### config.mk
export PLATFORM = sky130hd
export DESIGN_NAME = nvmc_ctrl
export DESIGN_NICKNAME = d
export VERILOG_FILES = /design/src/nvmc_ctrl.v
export VERILOG_INCLUDE_DIRS = /design/src
export SDC_FILE = /design/constraint.sdc
export NUM_CORES = 1
export LEC_CHECK = 0
export BUFFER_PORTS_ARGS = -buffer_cell sky130_fd_sc_hd__buf_2
export CAP_MARGIN = 25
export CORE_MARGIN = 2
export CORE_UTILIZATION = 50
export CTS_BUF_LIST = sky130_fd_sc_hd__clkbuf_8
export CTS_CLUSTER_DIAMETER = 30
export DETAILED_ROUTE_END_ITERATION = 10
export PLACE_DENSITY = 0.78
export SYNTH_ARGS = -nofsm -noshare
export SYNTH_HDL_FRONTEND = slang
export SYNTH_SLANG_ARGS = --single-unit
### constraint.sdc
create_clock -name mclk -period 3.2 [get_ports mclk]
set_input_delay 0.64 -clock mclk [delete_from_list [all_inputs] [get_ports mclk]]
set_output_delay 0.64 -clock mclk [all_outputs]
set_load 0.01 [all_outputs]
### src/nvmc_regs.vh
// Register offsets, field positions, commands and timing counts for the
// nonvolatile memory controller. Assumes an 8-bit peripheral register port.
// Function
// RULE1: One interrupt source, vector offset 0x00, flag set when data array ready.
// RULE2: Interrupt request asserted while ready flag and enable are both one.
// RULE3: With no write in progress, controller sleeps together with the system.
// RULE4: A write in progress keeps array, controller and clock awake until done.
// RULE5: Ready interrupt wakes the device from idle sleep only.
// RULE6: Page buffer is cleared to erased state on wake from any sleep.
// RULE7: Command write accepted only within four instructions after the key write. Code also accepts debug port writes with no key.
// RULE8: Guarded command write outside the window completes but changes nothing.
// RULE9: Command field is bits 2:0, resets to zero, 0x0 is no operation.
// RULE10: 0x1 program, 0x2 erase, 0x3 erase-program page; target picks the array.
// RULE11: 0x4 clears the page buffer; 0x6 erases the whole data array.
// RULE12: 0x5 erases both arrays; data array kept when preserve fuse is one.
// RULE13: 0x7 fuse burn accepted only from the debug programming port.
// RULE14: With loader lock active, boot region reads and fetches return zero.
// RULE15: Loader lock writable only from boot region; cleared only by reset.
// RULE16: New loader lock takes effect after execution first leaves boot region.
// RULE17: Lock bit 0 set-only, blocks application region writes, reset clears.
// RULE18: Status bit 2 reads one when the last operation hit a write error.
// RULE19: Status bit 1 reads one while the data array executes a command.
// RULE20: Status bit 0 reads one while the code array executes a command.
// RULE21: Software should not enable ready interrupt early; disable it in handler.
// RULE22: Writing one clears flag bit 0; enabled interrupt requests continuously.
// RULE23: Data register low byte at base, high byte at base plus 0x01.
// RULE24: Port loads target and data, then burns fuse; reset needed to apply.
// RULE25: Target register holds address of the most recently updated location.
// RULE26: Page buffer all ones after reset, page write or erase, and buffer clear.
// RULE27: Ready flag set on the cycle the data array operation completes.
`ifndef NVMC_REGS_VH
`define NVMC_REGS_VH

`define NVMC_OFF_CMD      4'h0
`define NVMC_OFF_LOCK     4'h1
`define NVMC_OFF_STATUS   4'h2
`define NVMC_OFF_IRQEN    4'h3
`define NVMC_OFF_IRQFLAG  4'h4
`define NVMC_OFF_DATA_L   4'h6
`define NVMC_OFF_DATA_H   4'h7
`define NVMC_OFF_ADDR_L   4'h8
`define NVMC_OFF_ADDR_H   4'h9

`define NVMC_IRQ_VECTOR   8'h00

`define NVMC_LOCK_APP     0
`define NVMC_LOCK_BOOT    1
`define NVMC_ST_CODE      0
`define NVMC_ST_DATA      1
`define NVMC_ST_FAULT     2

`define NVMC_CMD_NONE     3'h0
`define NVMC_CMD_PROG     3'h1
`define NVMC_CMD_ERASE    3'h2
`define NVMC_CMD_ERPROG   3'h3
`define NVMC_CMD_WIPE     3'h4
`define NVMC_CMD_CHIP     3'h5
`define NVMC_CMD_DERASE   3'h6
`define NVMC_CMD_FUSE     3'h7

`define NVMC_KEY_WINDOW   3'h4

`define NVMC_SLEEP_IDLE   2'h1

// Operation durations in cycles of the 250 MHz clock
`define NVMC_T_WIPE       16'h0007
`define NVMC_T_PAGE       16'h0100
`define NVMC_T_ARRAY      16'h0400
`define NVMC_T_FUSE       16'h0040

`define NVMC_BUF_DEPTH    64
`define NVMC_BUF_AW       6

`endif

### src/nvmc_ctrl.v
// Nonvolatile memory controller: command sequencer, page buffer, locks,
// status and data-ready interrupt. Assumes the core signals instruction
// retirement, key writes, sleep entry/wake, and region of the current fetch.
`timescale 1ns/1ps
`default_nettype none
`include "nvmc_regs.vh"

module nvmc_ctrl #(
    parameter [15:0] DATA_BASE  = 16'h1400,  // Start of data array window
    parameter [15:0] DATA_END   = 16'h14ff,  // End of data array window
    parameter [15:0] BOOT_END   = 16'h81ff,  // Last address of boot region
    parameter [15:0] APP_END    = 16'h9fff,  // Last address of application region
    parameter [15:0] CODE_BASE  = 16'h8000   // Start of code array window
) (
    input  wire        mclk,          // Clock
    input  wire        rst,           // Asynchronous reset, active high
    input  wire [3:0]  reg_addr,      // Register offset
    input  wire        reg_wr,        // Register write strobe
    input  wire        reg_rd,        // Register read strobe
    input  wire [7:0]  reg_wdata,     // Register write data
    output reg  [7:0]  reg_rdata,     // Register read data
    input  wire        dbg_access,    // Access comes from debug programming port
    input  wire        key_written,   // Self-program key written this cycle
    input  wire        instr_retire,  // One instruction retired this cycle
    input  wire        exec_in_boot,  // Current fetch lies in boot region
    input  wire        buf_wr,        // Page buffer store
    input  wire [15:0] buf_addr,      // Page buffer store address
    input  wire [7:0]  buf_wdata,     // Page buffer store data
    input  wire        mem_rd,        // Array read or fetch
    input  wire [15:0] mem_addr,      // Array read address
    input  wire [7:0]  mem_rdata_raw, // Raw array read data
    output reg  [7:0]  mem_rdata,     // Array read data after lock masking
    input  wire        keep_data_fuse,// Preserve data array on whole erase
    input  wire        sleep_enter,   // System enters sleep this cycle
    input  wire [1:0]  sleep_mode,    // Requested sleep depth
    input  wire        wake,          // System wakes this cycle
    output wire        stay_awake,    // Hold array, controller and clock on
    output wire        ctrl_asleep,   // Controller is asleep
    output wire        irq_req,       // Ready interrupt request, level
    output wire [7:0]  irq_vector,    // Interrupt vector offset
    output wire        irq_wake,      // Wake request to power manager
    output wire        cpu_halt,      // Stall core during code array work
    output reg         arr_start,     // Array operation start pulse
    output reg  [2:0]  arr_cmd,       // Array operation code
    output reg         arr_to_data,   // Operation targets data array
    output reg         arr_skip_data  // Whole erase leaves data array untouched
);

localparam ST_IDLE = 2'h0;
localparam ST_RUN  = 2'h1;
localparam ST_DONE = 2'h2;

reg  [2:0]  cmd;
reg         lock_app;
reg         lock_boot;
reg         boot_block;
reg         fault;
reg         irq_en;
reg         ready_flag;
reg  [15:0] wdata;
reg  [15:0] target;
reg  [2:0]  key_cnt;
reg  [1:0]  state;
reg  [15:0] op_cnt;
reg         busy_code;
reg         busy_data;
reg         asleep;
reg         was_in_boot;
reg         buf_dirty;
reg         buf_clear;
reg  [7:0]  page_buf [0:`NVMC_BUF_DEPTH-1];
reg  [15:0] next_op_cnt;
reg         op_ok;

function is_data;
    input [15:0] a;
    begin
        is_data = (a >= DATA_BASE) && (a <= DATA_END);
    end
endfunction

function is_boot;
    input [15:0] a;
    begin
        is_boot = (a >= CODE_BASE) && (a <= BOOT_END);
    end
endfunction

function is_app;
    input [15:0] a;
    begin
        is_app = (a > BOOT_END) && (a <= APP_END);
    end
endfunction

////////////////////////////////////////////////////////////////////////////////
// Guarded command acceptance

wire key_open  = (key_cnt != 3'h0) || dbg_access;                       // RULE7
wire cmd_wr    = reg_wr && (reg_addr == `NVMC_OFF_CMD);
wire cmd_taken = cmd_wr && key_open && (state == ST_IDLE);              // RULE8
wire [2:0] new_cmd = reg_wdata[2:0];                                     // RULE9
wire fuse_ok   = (new_cmd != `NVMC_CMD_FUSE) || dbg_access;              // RULE13
wire busy      = busy_code || busy_data;

// Cycle length of each operation; fuse and wipe are short
always @* begin
    op_ok = 1'b1;
    case (new_cmd)
        `NVMC_CMD_WIPE:   next_op_cnt = `NVMC_T_WIPE;                    // RULE11
        `NVMC_CMD_CHIP:   next_op_cnt = `NVMC_T_ARRAY;
        `NVMC_CMD_DERASE: next_op_cnt = `NVMC_T_ARRAY;
        `NVMC_CMD_FUSE:   next_op_cnt = `NVMC_T_FUSE;
        `NVMC_CMD_NONE: begin
            next_op_cnt = 16'h0001;
            op_ok = 1'b0;
        end
        default:          next_op_cnt = `NVMC_T_PAGE;                    // RULE10
    endcase
end

// Protected area: application region after lock, boot region always except from the debug port
wire prot_hit = ((new_cmd == `NVMC_CMD_PROG) || (new_cmd == `NVMC_CMD_ERASE) ||
                 (new_cmd == `NVMC_CMD_ERPROG)) &&
                ((lock_app && is_app(target)) || (!dbg_access && is_boot(target))); // RULE17

always @(posedge mclk or posedge rst) begin
    if (rst) begin
        key_cnt <= 3'h0;
    end else if (key_written) begin
        key_cnt <= `NVMC_KEY_WINDOW;                                     // RULE7
    end else if (instr_retire && key_cnt != 3'h0) begin
        key_cnt <= key_cnt - 3'h1;
    end
end

////////////////////////////////////////////////////////////////////////////////
// Sequencer

always @(posedge mclk or posedge rst) begin
    if (rst) begin
        state         <= ST_IDLE;
        cmd           <= `NVMC_CMD_NONE;
        op_cnt        <= 16'h0000;
        busy_code     <= 1'b0;
        busy_data     <= 1'b0;
        fault         <= 1'b0;
        arr_start     <= 1'b0;
        arr_cmd       <= 3'h0;
        arr_to_data   <= 1'b0;
        arr_skip_data <= 1'b0;
        buf_clear     <= 1'b0;
    end else begin
        arr_start <= 1'b0;
        buf_clear <= 1'b0;
        case (state)
            ST_IDLE: begin
                if (cmd_taken) begin
                    cmd <= new_cmd;                                      // RULE9
                    if (op_ok && fuse_ok && !prot_hit) begin
                        fault         <= 1'b0;
                        state         <= ST_RUN;
                        op_cnt        <= next_op_cnt;
                        arr_start     <= 1'b1;
                        arr_cmd       <= new_cmd;
                        arr_to_data <= is_data(target) || (new_cmd == `NVMC_CMD_DERASE); // RULE11
                        arr_skip_data <= keep_data_fuse;                 // RULE12
                        if (new_cmd == `NVMC_CMD_DERASE ||
                            (new_cmd != `NVMC_CMD_CHIP && new_cmd != `NVMC_CMD_WIPE &&
                             new_cmd != `NVMC_CMD_FUSE && is_data(target))) begin
                            busy_data <= 1'b1;                           // RULE19
                        end else begin
                            busy_code <= 1'b1;                           // RULE20
                        end
                    end else if (op_ok) begin
                        fault <= 1'b1;                                   // RULE18
                    end
                end
            end
            ST_RUN: begin
                if (op_cnt == 16'h0001) begin
                    state <= ST_DONE;
                end
                op_cnt <= op_cnt - 16'h0001;
            end
            ST_DONE: begin
                busy_code <= 1'b0;
                busy_data <= 1'b0;
                cmd       <= `NVMC_CMD_NONE;
                buf_clear <= 1'b1;                                       // RULE26
                state     <= ST_IDLE;
            end
            default: state <= ST_IDLE;
        endcase
    end
end

assign cpu_halt = busy_code;

////////////////////////////////////////////////////////////////////////////////
// Page buffer: stores AND into prior content, cleared to all ones

wire [`NVMC_BUF_AW-1:0] buf_idx = buf_addr[`NVMC_BUF_AW-1:0];
wire wipe_all = buf_clear || (wake && asleep);                           // RULE6

genvar gi;
generate
    for (gi = 0; gi < `NVMC_BUF_DEPTH; gi = gi + 1) begin : g_buf
        always @(posedge mclk or posedge rst) begin
            if (rst) begin
                page_buf[gi] <= 8'hff;                                   // RULE26
            end else if (wipe_all) begin
                page_buf[gi] <= 8'hff;
            end else if (buf_wr && !busy && buf_idx == gi) begin
                page_buf[gi] <= page_buf[gi] & buf_wdata;
            end
        end
    end
endgenerate

// Mixing sections in one buffer load is a write error flagged at store time
reg buf_in_data;
always @(posedge mclk or posedge rst) begin
    if (rst) begin
        buf_dirty   <= 1'b0;
        buf_in_data <= 1'b0;
    end else if (wipe_all) begin
        buf_dirty <= 1'b0;
    end else if (buf_wr && !busy) begin
        buf_dirty   <= 1'b1;
        buf_in_data <= is_data(buf_addr);
    end
end

wire mix_fault = buf_wr && !busy && buf_dirty && (is_data(buf_addr) != buf_in_data);

////////////////////////////////////////////////////////////////////////////////
// Registers

always @(posedge mclk or posedge rst) begin
    if (rst) begin
        lock_app    <= 1'b0;
        lock_boot   <= 1'b0;
        boot_block  <= 1'b0;
        was_in_boot <= 1'b0;
        irq_en      <= 1'b0;
        ready_flag  <= 1'b0;
        wdata       <= 16'h0000;
        target      <= 16'h0000;
        asleep      <= 1'b0;
    end else begin
        was_in_boot <= exec_in_boot;
        if (reg_wr && reg_addr == `NVMC_OFF_LOCK) begin
            if (reg_wdata[`NVMC_LOCK_APP]) begin
                lock_app <= 1'b1;                                        // RULE17
            end
            if (reg_wdata[`NVMC_LOCK_BOOT] && exec_in_boot) begin
                lock_boot <= 1'b1;                                       // RULE15
            end
        end
        if (lock_boot && was_in_boot && !exec_in_boot) begin
            boot_block <= 1'b1;                                          // RULE16
        end
        if (reg_wr && reg_addr == `NVMC_OFF_IRQEN) begin
            irq_en <= reg_wdata[0];
        end
        // Completion set wins over a same-cycle clear
        if (state == ST_DONE && busy_data) begin
            ready_flag <= 1'b1;                                          // RULE27
        end else if (reg_wr && reg_addr == `NVMC_OFF_IRQFLAG && reg_wdata[0]) begin
            ready_flag <= 1'b0;                                          // RULE22
        end
        if (reg_wr && reg_addr == `NVMC_OFF_DATA_L) wdata[7:0]  <= reg_wdata;
        if (reg_wr && reg_addr == `NVMC_OFF_DATA_H) wdata[15:8] <= reg_wdata; // RULE23
        if (buf_wr && !busy) begin
            target <= buf_addr;                                          // RULE25
        end else begin
            if (reg_wr && reg_addr == `NVMC_OFF_ADDR_L) target[7:0]  <= reg_wdata;
            if (reg_wr && reg_addr == `NVMC_OFF_ADDR_H) target[15:8] <= reg_wdata;
        end
        if (sleep_enter && !busy) begin
            asleep <= 1'b1;                                              // RULE3
        end else if (wake) begin
            asleep <= 1'b0;
        end
    end
end

// Sticky write error from mixed-section loads
reg mix_seen;
always @(posedge mclk or posedge rst) begin
    if (rst) begin
        mix_seen <= 1'b0;
    end else if (mix_fault) begin
        mix_seen <= 1'b1;                                                // RULE18
    end else if (cmd_taken) begin
        mix_seen <= 1'b0;
    end
end

always @(posedge mclk or posedge rst) begin
    if (rst) begin
        reg_rdata <= 8'h00;
    end else if (reg_rd) begin
        case (reg_addr)
            `NVMC_OFF_CMD:     reg_rdata <= {5'h00, cmd};
            `NVMC_OFF_LOCK:    reg_rdata <= {6'h00, lock_boot, lock_app};
            `NVMC_OFF_STATUS:  reg_rdata <= {5'h00, fault | mix_seen, busy_data, busy_code};
            `NVMC_OFF_IRQEN:   reg_rdata <= {7'h00, irq_en};
            `NVMC_OFF_IRQFLAG: reg_rdata <= {7'h00, ready_flag};
            `NVMC_OFF_DATA_L:  reg_rdata <= wdata[7:0];
            `NVMC_OFF_DATA_H:  reg_rdata <= wdata[15:8];
            `NVMC_OFF_ADDR_L:  reg_rdata <= target[7:0];
            `NVMC_OFF_ADDR_H:  reg_rdata <= target[15:8];
            default:           reg_rdata <= 8'h00;
        endcase
    end
end

////////////////////////////////////////////////////////////////////////////////
// Read masking, interrupt and sleep outputs

always @(posedge mclk or posedge rst) begin
    if (rst) begin
        mem_rdata <= 8'h00;
    end else if (mem_rd) begin
        mem_rdata <= (boot_block && is_boot(mem_addr)) ? 8'h00 : mem_rdata_raw; // RULE14
    end
end

assign irq_req     = irq_en && ready_flag;                               // RULE2
assign irq_vector  = `NVMC_IRQ_VECTOR;                                   // RULE1
assign irq_wake    = irq_req && asleep && (sleep_mode == `NVMC_SLEEP_IDLE); // RULE5
assign stay_awake  = busy;                                               // RULE4
assign ctrl_asleep = asleep;

endmodule // nvmc_ctrl
`default_nettype wire

After elaboration in Yosys (flattened, before gate mapping)
Index checks and enable logic that the tools add are counted. W data, S select, Z words.

Register bits: 92. Input port bits: 75. Output and inout bits: 35. Logic and storage cells: 186.

$add $sub $neg: 2. Magnitude comparators: 10. Equality and inequality tests: 29. Multiplexer cells: 40. Bitwise gates (word level): 2. Reduce and logical (&&, ||, !) cells: 75.

Operators by type and width (count): $pmux W8 S9 (1); $le A16 B16 Y1 const B (3); $mux W16 (3); $pmux W11 S4 (1); $logic_and A1 B1 Y1 (38); $ge A16 B13 Y1 const B (2); $ge A16 B16 Y1 const B (2); $le A16 B13 Y1 const B (2); $pmux W16 S2 (1); $mux W8 (3); $mux W1 (21); $reduce_bool A2 Y1 (9); $eq A16 B1 Y1 const B (1); $gt A16 B16 Y1 const B (1); $sub A16 B1 Y16 const B (1); $eq A3 B3 Y1 const B (4); $eq A4 B3 Y1 const B (3); $reduce_and A3 Y1 (4); $logic_or A1 B1 Y1 (9); $mux W3 (3); $ne A3 B3 Y1 const B (3); $eq A4 B2 Y1 const B (2); $eq A4 B4 Y1 const B (2); $ne A2 B2 Y1 const B (4); 22 further kinds (35).

Depth between registers and ports, before layout
Gate-level depths: netlist (run 1).

Depth after elaboration: 10. Mapped depth: 9.

Least setup slack after synthesis (run 1)
Ideal clock, no wire load.

Path kind: input to register. From: input reg_addr[0]. To: register arr_skip_data. Setup time: 0.125 ns. Arrival: 1.989 ns. Data required time: 3.075 ns. Slack: 1.087 ns. Cell stages on the path: 7. Cell sequence: clkbuf_1 nor3_1 o311ai_1 nor3_2 nand2_2 inv_2 mux2_2.

Longest elaborated chain between the ends: 5.

Ends and longest elaborated chain: from (decl) (line nvmc_ctrl.v:17) `input wire [3:0] reg_addr,`; $logic_not A4 Y1; $logic_and A1 B1 Y1 (line nvmc_ctrl.v:100) `` wire cmd_wr = reg_wr && (reg_addr == `NVMC_OFF_CMD); ``; $logic_and A1 B1 Y1 (2 in series) (line nvmc_ctrl.v:101) `wire cmd_taken = cmd_wr && key_open && (state == ST_IDLE);`; $reduce_and A3 Y1 (no line); to (signal assigned) (line nvmc_ctrl.v:167) `arr_skip_data <= keep_data_fuse;`; to (decl) (line nvmc_ctrl.v:46) `output reg arr_skip_data`.

Every way passes these cells. A chain may end at the register's enable or synchronous reset.

Worst setup path after layout (run 1)
From: register target[11]. To: register arr_to_data.

Longest elaborated chain between the ends: 8. Elaborated cells between the ends (all ways): 17.

Ends and longest elaborated chain: from (decl) (line nvmc_ctrl.v:61) `reg [15:0] target;`; from (signal assigned) (line nvmc_ctrl.v:276) `target <= buf_addr;`; from (signal assigned) (line nvmc_ctrl.v:279) `` if (reg_wr && reg_addr == `NVMC_OFF_ADDR_H) target[15:8] <= reg_wdata; ``; $gt A16 B16 Y1, or another cell as far along (line nvmc_ctrl.v:92) `is_app = (a > BOOT_END) && (a <= APP_END);`; $logic_and A1 B1 Y1, on equally long branches (line nvmc_ctrl.v:92, nvmc_ctrl.v:85); $logic_and A1 B1 Y1 (line nvmc_ctrl.v:125) `((lock_app && is_app(target)) || (!dbg_access && is_boot(target)));`; $logic_or A1 B1 Y1 (line nvmc_ctrl.v:125); $logic_and A1 B1 Y1 (line nvmc_ctrl.v:123) `` wire prot_hit = ((new_cmd == `NVMC_CMD_PROG) || (new_cmd == `NVMC_CMD_ERASE) || ``; $logic_not A1 Y1 (line nvmc_ctrl.v:160) `if (op_ok && fuse_ok && !prot_hit) begin`; $logic_and A1 B1 Y1 (line nvmc_ctrl.v:160); $reduce_and A3 Y1 (no line); to (signal assigned) (line nvmc_ctrl.v:166) `` arr_to_data <= is_data(target) || (new_cmd == `NVMC_CMD_DERASE); ``; to (decl) (line nvmc_ctrl.v:45) `output reg arr_to_data,`.

Several ways; a longest one is shown, not always the timed one.

==> results of run 1 <==
cells by family (layout without fill, tap and decap cells):
logic type | Yosys count | count (layout) | synth area share (%)
xor+xnor | 4 | 4 | 0.763
mux | 47 | 47 | 11.0
flops | 92 | 92 | 50.1
other cells | 1 | 8 | 0.0816
fa+ha+maj | 4 | 4 | 1.09
buf+inv | 61 | 142 | 5.91
simple gates | 132 | 132 | 14.7
compound gates | 111 | 111 | 16.3
power groups by stage:
stage                     clock [mW]  combinational, mW  sequential [mW]
final                          0.786              0.358             1.35
after global routing           0.850              0.400             1.36
after CTS                      0.799              0.360             1.35
after detailed placement           0              0.358             1.37
after global placement             0              0.344             1.36
after floorplan                    0              0.238             1.36
placed cells by master (no fill, tap or decap), types with 4 or more instances in the layout:
| cell type | count |
|---|---|
| nor4b_1 | 4 |
| dfrtp_1 | 92 |
| o31ai_1 | 5 |
| a31oi_1 | 4 |
| a221oi_1 | 10 |
| nand3_1 | 7 |
| nand2_1 | 50 |
| o32ai_1 | 5 |
| mux2i_1 | 18 |
| buf_4 | 8 |
| clkbuf_8 | 9 |
| inv_1 | 32 |
| ha_1 | 4 |
| nor3_1 | 4 |
| buf_2 | 84 |
| a211oi_1 | 4 |
| and3_1 | 7 |
| o22ai_1 | 7 |
| nor2b_1 | 4 |
| o21ai_0 | 38 |
| nor4_1 | 6 |
| mux2_2 | 29 |
| conb_1 | 8 |
| a21oi_1 | 11 |
| nor2_1 | 21 |
flip-flops by register name (all words and copies together), names as in the netlist, 3 cells and up:
register,flops
target,16
cmd,3
arr_cmd,3
key_cnt,3
op_cnt,16
wdata,16
mem_rdata,8
reg_rdata,8
layer usage:
layer | wire length (um) | vias to the layer above | share of wire (%)
met1 | 5080 | 1838 | 47
met4 | 182 | 0 | 1.7
met5 | 0 | - | 0
met3 | 501 | 17 | 4.6
li1 | - | 1771 | -
met2 | 5120 | 114 | 47
worst max-delay path by stage:
stage          depth (start not counted)                   start                 endpoint
6_report                               6  target[11]$_DFFE_PP0P_  arr_to_data$_DFFE_PP0P_
4_1_cts                                6  target[11]$_DFFE_PP0P_  arr_to_data$_DFFE_PP0P_
3_3_place_gp                           6             reg_addr[1]     wdata[8]$_DFFE_PP0P_
5_1_grt                                6  target[11]$_DFFE_PP0P_  arr_to_data$_DFFE_PP0P_
3_5_place_dp                           7            reg_wdata[0]  arr_to_data$_DFFE_PP0P_
2_1_floorplan                          1                     rst   arr_cmd[0]$_DFFE_PP0P_
critical path: cells and delay by family (launching register included):
family,cells,cell delay [ns]
AND/OR/NAND/NOR,2,0.60
multiplexers,2,0.55
flip-flops,1,0.43
AO/OA/AOI/OAI,1,0.43
buffers and inverters,1,0.26
stage by stage:
step / setup WS [ns] / power [mW] / instance area [um2] / hold WS (ns) / utilization, %
finish: 0.826 / 2.49 / 5290 / 0.334 / 60.1
global route: 0.724 / 2.61 / 5290 / 0.384 / 60.1
CTS: 0.816 / 2.51 / 5290 / 0.358 / 60.1
detailed placement: 0.631 / 1.73 / 5090 / 0.473 / 57.9
global placement: 0.672 / 1.71 / 5090 / 0.467 / 57.9
floorplan: 0.168 / 1.60 / 4620 / 0.434 / -
layout make-up:
type,count,area share (%)
Clock buffer,9,2.34
Clock inverter,7,1.42
Inverter,34,2.43
Multi-Input combinational cell,306,38.7
Sequential cell,92,43.5
Tap cell,108,2.55
Timing Repair Buffer,92,9.08
==> results_dict.tcl, run 1 <==
set metrics [dict create \
    outcome "complete, no violations" \
    end_kind "flip-flop" \
    yosysMostFrequentCell "dfrtp_1" \
    max_slew_margin_pct 50.7 \
    grtUsageMet2_pct 35.3 \
    post_cts_buffers 0 \
    dpl.hpwl_um 7920 \
    via_count 3740 \
    p_seq_share_pct 54.1 \
    cp.arrival_ns 2.62 \
    worst_ep_required_time_ns 3.45 \
    cts_tree "done" \
    use_met3_pct 4.46 \
    syn_avg_cell_area_um2 10.2 \
    fin_cells 648 \
    setup_violations 0 \
    power.net_switching_mw 0.692 \
    fin_setup_tns_ns 0 \
    fin_skew_ns 0.0148 \
    synth_cell_types 64 \
    syn_area_um2 4590 \
    synth_commonest_cells "dfrtp_1 (92), nand2_1 (50), o21ai_0 (38)" \
    powerDensity_nw_per_um2 471 \
    initial_core_util_pct 52.2 \
    ios 110 \
    nets 614 \
    rows 34 \
    ff_latch_area_um2 2300 \
    leakagePower_nw 2.59 \
    ff2ff_path_depth 6 \
    synth_enable_flop_cells 0 \
    clock_latency_ns 0.36 \
    cts-root-buf "clkbuf_8" \
    grtUsageMet1_pct 32.8 \
    cts_made_buffers 9 \
    worst_slew_pin_slew_ns 0.735 \
    fillCellCount 737 \
    synth-seq-area-share_pct 50.1 \
    r2r_end "arr_to_data$_DFFE_PP0P_" \
    worstHoldPathType "in2async" \
    final-hold-violation-count 0 \
    yosys-top-cells-area "dfrtp_1 (50%), mux2_2 (7.1%), o21ai_0 (4.1%)" \
    dr.pass1.iters 5 \
    yosys.area.top_type "dfrtp_1" \
    slew_viol_final 0 \
    critical_path.slowest_cell "dfrtp_1" \
    antenna_found_initial 0 \
    wl_um 10900 \
    ys_async_sr_fraction_pct 100 \
    grt_setup_unrepaired "no" \
    worstPathMaxFanout 13 \
    drive_gt1_share_pct 28.3 \
    die_area_um2 9970 \
    clock-sinks 92 \
    coreArea_um2 8810 \
    clockBufferDepth 2 \
    fin_crit_sh_pct 74.2 \
    clock_power_share_pct 31.5 \
    grt_pass1_vias 3691 \
    netlist.area_leader.share_pct 50.1 \
    dpl.cell_count 632 \
    htreeDepth 3 \
    crit-reg2reg-launch "target[11]$_DFFE_PP0P_" \
    path_clk_slew_ns 0.10 \
    worstPathCellList "nor4_1 -> mux2i_1 -> a41oi_2 -> nand2_2 -> inv_2 -> mux2_2" \
    dieWidth_um 99.8 \
    clock.fmax_mhz 421 \
    ys.flop_type "dfrtp_1" \
    grt-busiest-layer "met2" \
    drc 0 \
    gp_congestion 0.879 \
    p_int_mw 1.80 \
    multi_input_area_um2 2050 \
    peakVddDrop_v 0.000195 \
    yosys_warnings 0 \
    synth_seq_cells 92 \
    wl_per_cell_um 16.8 \
    max_stage_delay_ns 0.43 \
    cts_resized 0 \
    ctsHoldBuffers 0 \
    grt_overflow_total 0 \
    routed_via_density 5.77 \
    antenna_cells 0 \
    maxCapViolations 0 \
    fp.dieH_um 99.8 \
    path_class "reg2reg" \
    grtUsageTotal_pct 22.8 \
    syn2layout_area_growth_pct 15.3 \
    grt_start_max_net_pins 38 \
    synthCells 452 \
    worstSetupStartpointType "flip-flop" \
    grt_pass1_wl_um 18200 \
    ant_nets 0 \
    combPwrFrac_pct 14.4 \
    fin_crit_ns 2.37 \
    swShare_pct 27.8 \
    drtIter0Drc 231 \
    r2r_setup_slack_ns 0.83 \
    io_buffers 84 \
]
No activity file was read; power rests on OpenSTA's default activity.
==> run 2: changes to the inputs <==
Clock period 3.2 ns to 2 ns, I/O delays scaled along.
==> run 2 against run 1 <==
Against the previous run:
- core utilization grew 3.9 points
- global-route usage is 1.5 points higher
- critical path depth down 1
- combinational power is 77% higher
- highest routed layer unchanged
==> results_dict.tcl, run 2 (same netlist as run 1, synthesis figures left out) <==
set metrics [dict create \
    ant_nets 0 \
    outcome "complete, no violations" \
    htreeDepth 3 \
    r2r_setup_slack_ns 0.04 \
    worstSetupStartpointType "flip-flop" \
    grt_pass1_vias 4000 \
    p_int_mw 2.91 \
    cts-root-buf "clkbuf_8" \
    drc 0 \
    grt_pass1_wl_um 19200 \
    cts_made_buffers 9 \
    clock.fmax_mhz 511 \
    path_clk_slew_ns 0.10 \
    antenna_cells 0 \
    final-hold-violation-count 0 \
    ff2ff_path_depth 5 \
    grtUsageMet1_pct 32.6 \
    drtIter0Drc 242 \
    critical_path.slowest_cell "or4_4" \
    fin_crit_sh_pct 97.9 \
    clockBufferDepth 2 \
    maxCapViolations 0 \
    clock_latency_ns 0.36 \
    powerDensity_nw_per_um2 714 \
    fin_cells 685 \
    fp.dieH_um 99.8 \
    via_count 4001 \
    die_area_um2 9970 \
    ios 110 \
    drive_gt1_share_pct 34.0 \
    p_seq_share_pct 53.6 \
    hold_ws_ns 0.167 \
    worstHoldPathType "in2async" \
    swShare_pct 27.6 \
    grt_start_max_net_pins 93 \
    grtUsageMet2_pct 40.0 \
    nets 651 \
    worstPathMaxFanout 5 \
    syn2layout_area_growth_pct 22.7 \
    worstPathCellList "or4_4 -> or3_4 -> nor4_4 -> buf_4 -> o21ai_0" \
    cts_tree "done" \
    grt-busiest-layer "met2" \
    fin_crit_ns 1.96 \
    worst_ep_required_time_ns 2.23 \
    use_met3_pct 3.34 \
    wl_per_cell_um 17.1 \
    end_kind "flip-flop" \
    worst_slew_pin_slew_ns 0.665 \
    clock_power_share_pct 30.6 \
    max_stage_delay_ns 0.54 \
    layout_commonest_cell "dfrtp_1" \
    dieWidth_um 99.8 \
    routed_via_density 5.84 \
    r2r_end "state[0]$_DFFE_PP0P_" \
    power.net_switching_mw 1.11 \
    gp_congestion 0.919 \
    grtUsageTotal_pct 24.3 \
    max_slew_margin_pct 55.7 \
    clock-sinks 92 \
    io_buffers 84 \
    rows 34 \
    peakVddDrop_v 0.000376 \
    dpl.hpwl_um 8610 \
    cp.arrival_ns 2.19 \
    reg_top3 "op_cnt: 16 flops, target: 16 flops, wdata: 16 flops" \
    coreArea_um2 8810 \
    slew_viol_final 0 \
    path_class "reg2reg" \
    wl_um 11700 \
    combPwrFrac_pct 15.8 \
    ctsHoldBuffers 0 \
    fin_skew_ns 0.0134 \
    antenna_found_initial 0 \
    final_cell_mix "dfrtp_1 (92), buf_2 (84), nand2_1 (50)" \
    setup_violations 0 \
    crit-reg2reg-launch "op_cnt[12]$_DFFE_PP0P_" \
    initial_core_util_pct 52.2 \
    grt_overflow_total 0 \
    leakagePower_nw 2.78 \
    dpl.cell_count 664 \
    fillCellCount 713 \
    dr.pass1.iters 7 \
]
-- run 2: critical path: cells and delay by family (launching register included) --
kind / cells / cell delay (ns)
simple gates: 3 / 1.19
flops: 1 / 0.41
compound gates: 1 / 0.09
buf+inv: 1 / 0.16
-- run 2: power groups by stage --
stage          clock network, mW  registers [mW]  logic, mW
2_1_floorplan                  0            2.17      0.382
3_3_place_gp                   0            2.18      0.604
3_5_place_dp                   0            2.19      0.632
4_1_cts                     1.25            2.15      0.633
5_1_grt                     1.34            2.18      0.703
6_report                    1.23            2.16      0.634
-- run 2: worst max-delay path by stage --
stage	start	endpoint	slack (ns)
3_5_place_dp	reg_addr[3]	target[1]$_DFFE_PP0P_	-0.08
4_1_cts	target[10]$_DFFE_PP0P_	op_cnt[7]$_DFFE_PP0P_	0.01
3_3_place_gp	reg_addr[3]	op_cnt[2]$_DFFE_PP0P_	0.01
6_report	op_cnt[12]$_DFFE_PP0P_	state[0]$_DFFE_PP0P_	0.04
2_1_floorplan	reg_addr[0]	arr_skip_data$_DFFE_PP0P_	0.13
5_1_grt	op_cnt[12]$_DFFE_PP0P_	state[0]$_DFFE_PP0P_	-0.02
-- run 2: per-stage QoR --
stage	utilization (%)	total power, mW	worst slack, ns	setup TNS (ns)	cell area [um2]
after detailed placement	60.9	2.82	-0.0784	-0.590	5360
after floorplan	-	2.55	0.127	0	4620
after CTS	63.1	4.04	0.0140	0	5560
final	64.0	4.02	0.0419	0	5640
after global routing	64.0	4.22	-0.0240	-0.0325	5640
after global placement	60.9	2.78	0.0108	0	5360
-- run 2: timing repair --
action	4_1_cts	5_1_grt
endpoints found under the setup margin	0	18
resized for setup	0	8
buffers inserted	0	5
-- run 2: routing by layer --
layer / share of wire [%] / up-vias
met3: 5.7 / 25
met5: 0 / -
met4: 2.3 / 0
li1: - / 1845
met1: 44 / 1975
met2: 48 / 156
-- run 2: cell type report --
| class | instances | area (um2) | share of cell area, % |
|---|---|---|---|
| timing repair buffer | 129 | 783 | 13.9 |
| multi-input combinational | 306 | 2090 | 37.1 |
| tap | 108 | 135 | 2.40 |
| inverter | 34 | 131 | 2.33 |
| clock buffer | 9 | 124 | 2.20 |
| sequential | 92 | 2300 | 40.8 |
| clock inverter | 7 | 68.8 | 1.22 |
